### src/logic/evr_consts.svh
// Named offsets, reset values and sizes of the event router.
// Assumes a 32-bit AXI4-Lite bus with byte addresses in 8 bits.
`ifndef EVR_CONSTS_SVH
`define EVR_CONSTS_SVH

`define EVR_N_INT        8
`define EVR_N_PIN        24
`define EVR_N_IN         32
`define EVR_N_IRQ        4
`define EVR_N_OUT        5
`define EVR_WAKE_IDX     4
`define EVR_ADDR_W       8

`define EVR_OFF_POLARITY 8'h00
`define EVR_OFF_MODE     8'h04
`define EVR_OFF_GMASK    8'h08
`define EVR_OFF_CLEAR    8'h0c
`define EVR_OFF_PRESENT  8'h10
`define EVR_OFF_ENABLE0  8'h14
`define EVR_OFF_STATUS0  8'h28
`define EVR_OFF_IRQSTAT  8'h3c
`define EVR_OFF_IRQMASK  8'h40
`define EVR_OFF_STRIDE   8'h04

`define EVR_RST_POLARITY 32'hffffffff
`define EVR_RST_MODE     32'h00000000
`define EVR_RST_GMASK    32'hffffffff
`define EVR_RST_ENABLE   32'h00000000
`define EVR_RST_IRQMASK  5'h00

`define EVR_RESP_OKAY    2'h0
`define EVR_RESP_SLVERR  2'h2

`endif

### src/logic/evr_pkg.sv
// Types shared by the event router files.
// Assumes evr_consts.svh for the vector and address widths; evr_word_t is a fixed 32 bits.
`include "evr_consts.svh"

package evr_pkg;
  typedef logic [31:0]               evr_word_t;
  typedef logic [`EVR_N_IN-1:0]      evr_vec_t;
  typedef logic [`EVR_ADDR_W-1:0]    evr_addr_t;
endpackage : evr_pkg

### src/logic/evr_detect.sv
// Per-input event qualification: polarity, direct or latched capture.
// Assumes inputs synchronous to i_core_clk; clear is a one-cycle pulse.
`timescale 1ns/100ps
`include "evr_consts.svh"

module evr_detect
(
  input  wire logic              i_core_clk,
  input  wire logic              i_rst_n,
  input  wire evr_pkg::evr_vec_t i_raw,
  input  wire evr_pkg::evr_vec_t i_polarity,
  input  wire evr_pkg::evr_vec_t i_latched,
  input  wire evr_pkg::evr_vec_t i_clear,
  output evr_pkg::evr_vec_t      o_present
);

  evr_pkg::evr_vec_t active;
  evr_pkg::evr_vec_t active_d;
  evr_pkg::evr_vec_t latch;
  evr_pkg::evr_vec_t next_latch;
  evr_pkg::evr_vec_t edge_seen;

  assign active     = ~(i_raw ^ i_polarity);
  assign edge_seen  = active & ~active_d;
  // one clears, set wins
  // Direct inputs keep no stale latch
  assign next_latch = ((latch & ~i_clear) | edge_seen) & i_latched;
  assign o_present  = (i_latched & latch) | (~i_latched & active);

  always_ff @(posedge i_core_clk or negedge i_rst_n)
  begin
    if (!i_rst_n)
    begin
      active_d <= '0;
      latch    <= '0;
    end
    else
    begin
      active_d <= active;
      latch    <= next_latch;
    end
  end

endmodule : evr_detect

### src/logic/evr_router.sv
// Event router top: AXI4-Lite registers, detection, routing, interrupt.
// Assumes one 40 MHz clock; all event inputs synchronous to it.
`timescale 1ns/100ps
`include "evr_consts.svh"

module evr_router
(
  input  wire logic                   i_core_clk,
  input  wire logic                   i_rst_n,
  input  wire logic [`EVR_N_INT-1:0]  i_evt_internal,
  input  wire logic [`EVR_N_PIN-1:0]  i_evt_pin,
  input  wire logic                   i_awvalid,
  output logic                        o_awready,
  input  wire logic [`EVR_ADDR_W-1:0] i_awaddr,
  input  wire logic [2:0]             i_awprot,
  input  wire logic                   i_wvalid,
  output logic                        o_wready,
  input  wire logic [31:0]            i_wdata,
  input  wire logic [3:0]             i_wstrb,
  output logic                        o_bvalid,
  input  wire logic                   i_bready,
  output logic [1:0]                  o_bresp,
  input  wire logic                   i_arvalid,
  output logic                        o_arready,
  input  wire logic [`EVR_ADDR_W-1:0] i_araddr,
  input  wire logic [2:0]             i_arprot,
  output logic                        o_rvalid,
  input  wire logic                   i_rready,
  output logic [31:0]                 o_rdata,
  output logic [1:0]                  o_rresp,
  output logic [`EVR_N_IRQ-1:0]       o_event_int,
  output logic                        o_wakeup,
  output logic                        o_irq
);

  // Register decode helpers
  function automatic logic off_is
  (
    input evr_pkg::evr_addr_t a,
    input evr_pkg::evr_addr_t off
  );
    off_is = (a[`EVR_ADDR_W-1:2] == off[`EVR_ADDR_W-1:2]);
  endfunction : off_is

  function automatic logic [2:0] out_idx
  (
    input evr_pkg::evr_addr_t a,
    input evr_pkg::evr_addr_t base
  );
    evr_pkg::evr_addr_t d;
    d       = a - base;
    out_idx = d[4:2];
  endfunction : out_idx

  function automatic logic in_bank
  (
    input evr_pkg::evr_addr_t a,
    input evr_pkg::evr_addr_t base
  );
    evr_pkg::evr_addr_t d;
    d       = a - base;
    in_bank = (a[`EVR_ADDR_W-1:2] >= base[`EVR_ADDR_W-1:2]) &&
              (d[`EVR_ADDR_W-1:2] < (`EVR_ADDR_W-2)'(`EVR_N_OUT));
  endfunction : in_bank

  function automatic evr_pkg::evr_word_t merge
  (
    input evr_pkg::evr_word_t old,
    input evr_pkg::evr_word_t nw,
    input logic [3:0]         strb
  );
    evr_pkg::evr_word_t m;
    m     = {{8{strb[3]}}, {8{strb[2]}}, {8{strb[1]}}, {8{strb[0]}}};
    merge = (old & ~m) | (nw & m);
  endfunction : merge

  // Configuration and state
  evr_pkg::evr_vec_t              polarity;
  evr_pkg::evr_vec_t              mode;
  evr_pkg::evr_vec_t              gmask;
  evr_pkg::evr_vec_t              enable [`EVR_N_OUT];
  evr_pkg::evr_vec_t              clear_pulse;
  evr_pkg::evr_vec_t              raw;
  evr_pkg::evr_vec_t              present;
  evr_pkg::evr_vec_t              routed [`EVR_N_OUT];
  logic [`EVR_N_OUT-1:0]          out_now;
  logic [`EVR_N_OUT-1:0]          out_q;
  logic [`EVR_N_OUT-1:0]          irq_stat;
  logic [`EVR_N_OUT-1:0]          irq_mask;
  logic [`EVR_N_OUT-1:0]          next_irq_stat;
  logic [`EVR_N_OUT-1:0]          out_rise;

  // Bus state
  logic                           aw_got;
  logic                           w_got;
  evr_pkg::evr_addr_t             aw_addr;
  evr_pkg::evr_word_t             w_data;
  logic [3:0]                     w_strb;
  logic                           next_aw_got;
  logic                           next_w_got;
  logic                           next_bvalid;
  logic                           do_write;
  logic                           aw_take;
  logic                           w_take;
  logic                           ar_take;
  logic                           wr_hit;
  logic                           rd_hit;
  logic                           rd_irqstat;
  evr_pkg::evr_word_t             rd_word;
  logic [2:0]                     wr_en_idx;
  logic [2:0]                     rd_en_idx;
  logic [2:0]                     rd_st_idx;

  assign raw = {i_evt_pin, i_evt_internal};

  evr_detect u_detect
  (
    .i_core_clk (i_core_clk),
    .i_rst_n    (i_rst_n),
    .i_raw      (raw),
    .i_polarity (polarity),
    .i_latched  (mode),
    .i_clear    (clear_pulse),
    .o_present  (present)
  );

  genvar g;
  generate
    for (g = 0; g < `EVR_N_OUT; g++)
    begin : g_route
      assign routed[g]  = present & ~gmask & enable[g];
      assign out_now[g] = |routed[g];
    end
  endgenerate

  assign out_rise = out_now & ~out_q;

  // Write channel handshake
  assign aw_take     = i_awvalid & o_awready;
  assign w_take      = i_wvalid & o_wready;
  assign do_write    = aw_got & w_got & ~o_bvalid;
  assign next_aw_got = (aw_got | aw_take) & ~do_write;
  assign next_w_got  = (w_got | w_take) & ~do_write;
  assign next_bvalid = do_write | (o_bvalid & ~i_bready);

  // Write decode
  assign wr_en_idx = out_idx(aw_addr, `EVR_OFF_ENABLE0);
  assign wr_hit    = off_is(aw_addr, `EVR_OFF_POLARITY) |
                     off_is(aw_addr, `EVR_OFF_MODE) |
                     off_is(aw_addr, `EVR_OFF_GMASK) |
                     off_is(aw_addr, `EVR_OFF_CLEAR) |
                     off_is(aw_addr, `EVR_OFF_IRQMASK) |
                     in_bank(aw_addr, `EVR_OFF_ENABLE0);
  assign clear_pulse = (do_write && off_is(aw_addr, `EVR_OFF_CLEAR)) ?
                       merge('0, w_data, w_strb) : '0;

  // Read decode
  assign ar_take    = i_arvalid & o_arready;
  assign rd_en_idx  = out_idx(i_araddr, `EVR_OFF_ENABLE0);
  assign rd_st_idx  = out_idx(i_araddr, `EVR_OFF_STATUS0);
  assign rd_irqstat = off_is(i_araddr, `EVR_OFF_IRQSTAT);
  assign rd_hit     = off_is(i_araddr, `EVR_OFF_POLARITY) |
                      off_is(i_araddr, `EVR_OFF_MODE) |
                      off_is(i_araddr, `EVR_OFF_GMASK) |
                      off_is(i_araddr, `EVR_OFF_CLEAR) |
                      off_is(i_araddr, `EVR_OFF_PRESENT) |
                      off_is(i_araddr, `EVR_OFF_IRQMASK) |
                      rd_irqstat |
                      in_bank(i_araddr, `EVR_OFF_ENABLE0) |
                      in_bank(i_araddr, `EVR_OFF_STATUS0);

  always_comb
  begin
    rd_word = '0;
    if (off_is(i_araddr, `EVR_OFF_POLARITY))
      rd_word = polarity;
    else if (off_is(i_araddr, `EVR_OFF_MODE))
      rd_word = mode;
    else if (off_is(i_araddr, `EVR_OFF_GMASK))
      rd_word = gmask;
    else if (off_is(i_araddr, `EVR_OFF_PRESENT))
      rd_word = present;
    else if (rd_irqstat)
      rd_word = {27'h0000000, irq_stat};
    else if (off_is(i_araddr, `EVR_OFF_IRQMASK))
      rd_word = {27'h0000000, irq_mask};
    else if (in_bank(i_araddr, `EVR_OFF_ENABLE0))
      rd_word = enable[rd_en_idx];
    else if (in_bank(i_araddr, `EVR_OFF_STATUS0))
      rd_word = routed[rd_st_idx];
  end

  // Sticky status, set wins over read clear
  assign next_irq_stat = (irq_stat & ~((ar_take & rd_irqstat) ?
                         {`EVR_N_OUT{1'b1}} : '0)) | out_rise;

  // Bus flops
  always_ff @(posedge i_core_clk or negedge i_rst_n)
  begin
    if (!i_rst_n)
    begin
      aw_got    <= 1'b0;
      w_got     <= 1'b0;
      aw_addr   <= '0;
      w_data    <= '0;
      w_strb    <= '0;
      o_awready <= 1'b0;
      o_wready  <= 1'b0;
      o_bvalid  <= 1'b0;
      o_bresp   <= `EVR_RESP_OKAY;
    end
    else
    begin
      aw_got    <= next_aw_got;
      w_got     <= next_w_got;
      o_awready <= ~next_aw_got & ~next_bvalid;
      o_wready  <= ~next_w_got & ~next_bvalid;
      o_bvalid  <= next_bvalid;
      if (aw_take)
        aw_addr <= i_awaddr;
      if (w_take)
      begin
        w_data <= i_wdata;
        w_strb <= i_wstrb;
      end
      if (do_write)
        o_bresp <= wr_hit ? `EVR_RESP_OKAY : `EVR_RESP_SLVERR;
    end
  end

  always_ff @(posedge i_core_clk or negedge i_rst_n)
  begin
    if (!i_rst_n)
    begin
      o_arready <= 1'b0;
      o_rvalid  <= 1'b0;
      o_rdata   <= '0;
      o_rresp   <= `EVR_RESP_OKAY;
    end
    else
    begin
      o_arready <= ~(o_rvalid & ~i_rready) & ~ar_take;
      if (ar_take)
      begin
        o_rvalid <= 1'b1;
        o_rdata  <= rd_hit ? rd_word : '0;
        o_rresp  <= rd_hit ? `EVR_RESP_OKAY : `EVR_RESP_SLVERR;
      end
      else if (i_rready)
        o_rvalid <= 1'b0;
    end
  end

  // Configuration registers
  always_ff @(posedge i_core_clk or negedge i_rst_n)
  begin
    if (!i_rst_n)
    begin
      polarity <= `EVR_RST_POLARITY;
      mode     <= `EVR_RST_MODE;
      gmask    <= `EVR_RST_GMASK;
      irq_mask <= `EVR_RST_IRQMASK;
    end
    else if (do_write)
    begin
      if (off_is(aw_addr, `EVR_OFF_POLARITY))
        polarity <= merge(polarity, w_data, w_strb);
      if (off_is(aw_addr, `EVR_OFF_MODE))
        mode <= merge(mode, w_data, w_strb);
      if (off_is(aw_addr, `EVR_OFF_GMASK))
        gmask <= merge(gmask, w_data, w_strb);
      if (off_is(aw_addr, `EVR_OFF_IRQMASK) && w_strb[0])
        irq_mask <= w_data[`EVR_N_OUT-1:0];
    end
  end

  generate
    for (g = 0; g < `EVR_N_OUT; g++)
    begin : g_enable
      always_ff @(posedge i_core_clk or negedge i_rst_n)
      begin
        if (!i_rst_n)
          enable[g] <= `EVR_RST_ENABLE;
        else if (do_write && in_bank(aw_addr, `EVR_OFF_ENABLE0) &&
                 wr_en_idx == 3'(g))
          enable[g] <= merge(enable[g], w_data, w_strb);
      end
    end
  endgenerate

  always_ff @(posedge i_core_clk or negedge i_rst_n)
  begin
    if (!i_rst_n)
    begin
      out_q       <= '0;
      o_event_int <= '0;
      o_wakeup    <= 1'b0;
      irq_stat    <= '0;
      o_irq       <= 1'b0;
    end
    else
    begin
      out_q       <= out_now;
      o_event_int <= out_now[`EVR_N_IRQ-1:0];
      o_wakeup    <= out_now[`EVR_WAKE_IDX];
      irq_stat    <= next_irq_stat;
      o_irq       <= |(next_irq_stat & irq_mask);
    end
  end

  // Protection bits carry no meaning here
  logic unused_prot;
  assign unused_prot = ^{i_awprot, i_arprot};

endmodule : evr_router
### config.mk
export PLATFORM = sky130hd
export DESIGN_NAME = evr_router
export DESIGN_NICKNAME = d
export VERILOG_FILES = /design/src/logic/evr_pkg.sv /design/src/logic/evr_detect.sv /design/src/logic/evr_router.sv
export VERILOG_INCLUDE_DIRS = /design/src /design/src/logic
export SDC_FILE = /design/constraint.sdc
export NUM_CORES = 1
export LEC_CHECK = 0
export CELL_PAD_IN_SITES_DETAIL_PLACEMENT = 0
export CELL_PAD_IN_SITES_GLOBAL_PLACEMENT = 1
export CORE_ASPECT_RATIO = 0.6
export CORE_MARGIN = 10
export CORE_UTILIZATION = 40
export CTS_CLUSTER_DIAMETER = 150
export DETAILED_ROUTE_END_ITERATION = 10
export DONT_BUFFER_PORTS = 1
export GPL_TIMING_DRIVEN = 0
export MAX_ROUTING_LAYER = met4
export PLACE_DENSITY = 0.67
export SETUP_SLACK_MARGIN = 0.02
export SYNTH_ARGS = -nofsm -noshare
export SYNTH_HDL_FRONTEND = slang
export SYNTH_SLANG_ARGS = --single-unit
### constraint.sdc
create_clock -name i_core_clk -period 4.2 [get_ports i_core_clk]
set_clock_uncertainty 0.05 [all_clocks]
set_input_delay 0.84 -clock i_core_clk [delete_from_list [all_inputs] [get_ports i_core_clk]]
set_output_delay 0.84 -clock i_core_clk [all_outputs]
set_load 0.01 [all_outputs]
==> run_results.csv <==
group,metric,value,unit
run_status,status,"complete, but fails checks",
run_status,violations,"negative hold slack, max-capacitance violations, max-slew violations, negative setup slack",
setup_path,crit_fanout,10,
grt,grt_pass1_wl,157700,um
die,die_height,204.6,um
detailed_routing,antenna_left,0,
synth,synth.distinct_cells,83,
layout,multi_input_area,11570,um^2
setup_path,worstSetupEndpoint,"o_rdata[31]$_DFFE_PN0P_",
detailed_routing,drtIter0Drc,2896,
setup_path,crit_buf_inv,5,
setup_path,cpPeakStageDelay,0.99,ns
layout,final_cells,2918,
synth,syn_inst,2062,
synth,yosys_warnings,0,
placement,pre_cts_ws,-2.913,ns
synth,syn-cell-area,22710,um^2
clocking,clockBufferDepth,3,
timing,worstMarginPinSlew,1.589,ns
timing,drv_slew,7,
setup_path,cp-end-kind,"register",
detailed_routing,finalWirelength,115000,um
synth,synth.area.top_cells,"dfrtp_1 (39%), mux2_2 (16%), dfstp_2 (7.4%), mux4_2 (4.1%), nand2_1 (3.4%)",
synth,synth_edf_count,0,
die,pin_count,144,
setup_path,required,4.64,ns
setup_path,critPathMostFrequentCell,"o221ai_1",
die,die_area,67030,um^2
grt,grt_pass1_vias,18530,
setup_path,crit_cells,11,
clocking,clock-root-buffer,"clkbuf_16",
layout,nFillCells,5296,
layout,fin_nets,2226,
layout,final_cell_mix,"dfrtp_1 (355), mux2_2 (319), nand2_1 (206), nor2_1 (87), o21ai_0 (83)",
synth,yosys_most_used_dff,"dfrtp_1",
timing,maxSlewHeadroom,-6.741,%
pwr,powerDensity,637.2,nW/um^2
clocking,insertion_delay,0.61,ns
setup_path,critPathTopFamily,"buffers and inverters",
layout,utilization,45.38,%
die,die_w,327.6,um
die,rows,67,
timing,worst_slack,-0.03899,ns
timing,layout_min_cycle_time,4.239,ns
timing,holdWs,-0.1035,ns
setup_path,startpoint,"i_araddr[2]",
placement,gp_congestion,1.056,
placement,placed_cells,2830,
layout,drive_above_1_share,27.86,%
synth,yosysTopAreaCell,"dfrtp_1",
grt,grt_max_degree,420,
die,start_util,40.56,%
grt,grt-ovfl-total,0,
die,core-area,56000,um^2
grt,grt_antenna_before_repair,7,
clocking,clk_pin_slew,0.06,ns
timing,rsz0062_at_grt,"true",
setup_path,critical_path.cell_chain,"buf_4 > buf_6 > clkbuf_8 > inv_1 > ha_2 > xor2_1 > buf_1 > a21oi_1 > o221ai_1 > o221ai_1 > o221ai_1",
setup_path,rrSetupSlack,0.06,ns
layout,layout_commonest_cell,"dfrtp_1",
clocking,cts_tree,"yes",
layout,regArea,10570,um^2
clocking,htree_levels,2,
synth,netlist.area_leader.share,39.11,%
detailed_routing,first_pass_iters,6,
setup_path,crit_path_start_kind,"input port",
synth,ys_seq_elements,419,
setup_path,r2r_end,"o_irq$_DFF_PN0_",
detailed_routing,drt-wirelength-per-cell,39.41,um
min_path,hp-class,"input port to asynchronous set/reset pin",
pwr,leakagePower,11.15,nW
clocking,clkSinkCount,419,
layout,area_growth_syn_to_layout,11.87,%
flow_run,cap_violations,2,
timing,finalHoldViolCount,153,
timing,setup_viol,3,
setup_path,reg2reg_depth,8,
synth,synth.avg_cell_area,11.02,um^2
synth,seq_area_frac_synth,46.51,%
setup_path,crit_slowest_cell,"buf_1",
grt,grt_usage,34.66,%
detailed_routing,num_vias,19560,
clocking,cts-buffers-inserted,42,
timing,period_share,100.9,%
placement,numPortBuffers,0,
synth,async_flop_share,100.0,%
detailed_routing,viasPerCell,6.705,
placement,hpwl,86310,um
detailed_routing,drc,0,
pwr,power,16.19,mW
setup_path,crit_arrival,4.68,ns
setup_path,crit_type,"input port to register",
timing,max_freq,0.2359,GHz
pwr,peakVddDrop,0.3959,mV
## Yosys cell counts, types with 7 or more instances
master / count
dfrtp_1: 355
mux2_2: 319
nand2_1: 208
nor2_1: 89
a21oi_1: 84
o21ai_0: 84
clkbuf_1: 80
a22oi_1: 65
dfstp_2: 64
inv_1: 42
o221ai_1: 42
mux4_2: 41
nor3_1: 39
nand3_1: 38
a22o_1: 34
and3_1: 34
mux2i_1: 31
xor2_1: 27
and2_1: 26
a221oi_1: 25
clkbuf_2: 24
and3b_1: 22
nand4_1: 21
o22ai_1: 18
nor2b_1: 15
nand2b_1: 13
nor4_1: 13
o21ai_1: 13
and4b_1: 12
a221o_1: 10
ha_1: 10
o22a_1: 10
a211oi_1: 9
buf_1: 9
nand3b_1: 8
a32o_1: 7
xnor2_1: 7
## where the power goes
part / switching [mW] / leakage (nW) / total, mW / internal, mW
clock: 1.69 / 0.662 / 3.91 / 2.22
sequential: 1.49 / 5.39 / 6.82 / 5.33
combinational: 3.48 / 5.10 / 5.46 / 1.98
## how the worst min path moves through the flow
stage,from,to,cells past startpoint
CTS,i_rst_n,w_data[4]$_DFFE_PN0P_,0
finish,i_rst_n,w_data[4]$_DFFE_PN0P_,0
floorplan,w_got$_DFF_PN0_,o_wready$_DFF_PN0_,1
global route,i_rst_n,w_data[4]$_DFFE_PN0P_,0
global placement,u_detect.active_d[18]$_DFF_PN0_,u_detect.latch[18]$_DFF_PN0_,2
detailed placement,u_detect.active_d[18]$_DFF_PN0_,u_detect.latch[18]$_DFF_PN0_,2
## area by class of cell
class | count | area share, %
clock buffers | 68 | 4.919
repair buffers | 13 | 0.5219
plain buffers | 120 | 2.457
well taps | 759 | 3.737
flip-flops and latches | 419 | 41.58
multi-input cells | 1476 | 45.54
inverters | 47 | 0.7041
clock inverters | 7 | 0.4579
diodes | 9 | 0.08863
## logic make-up (layout without fill, tap and decap cells)
group | count (synthesis) | count (layout) | share of synthesized area [%]
AND/OR/NAND/NOR | 575 | 575 | 12.92
AO/OA/AOI/OAI | 457 | 457 | 14.07
flip-flops | 419 | 419 | 46.51
multiplexers | 397 | 397 | 21.54
buffers and inverters | 168 | 255 | 3.002
XOR/XNOR | 35 | 35 | 1.383
adder cells (fa/ha/maj) | 10 | 10 | 0.5508
other | 1 | 11 | 0.01651
## what timing repair did
item / in CTS / in global routing
hold endpoints to repair: 355 / 204
pin swaps: 3 / 1
setup buffers: 5 / 0
gates resized for setup: 49 / 28
setup endpoints to repair: 33 / 127
## per-layer routing
layer  global-route usage (%)  share of wire [%]  up-vias
met4                    9.265                3.0        0
met5                        -                  0        -
met1                    50.84                 47    10340
met3                    11.90                 12      176
li1                         -                  -     7893
met2                    43.98                 38     1156
## stage by stage
step	setup TNS (ns)	instance area, um^2
finish	-0.05961	25410
global route	-5.729	25400
CTS	0	25340
detailed placement	-82.34	23810
global placement	-111.04	23670
floorplan	0	22720
## worst reg2reg max path, stage by stage, from the launching register on
cell and delay, ns:
dfstp_2 0.55, xor2_1 0.35, nor3_1 0.29, a2111oi_0 1.35, nand4_1 0.34, or4_4 0.58
nand3_2 0.11, o2111ai_1 0.10, a221o_1 0.28
No activity file was read; power rests on OpenSTA's default activity.
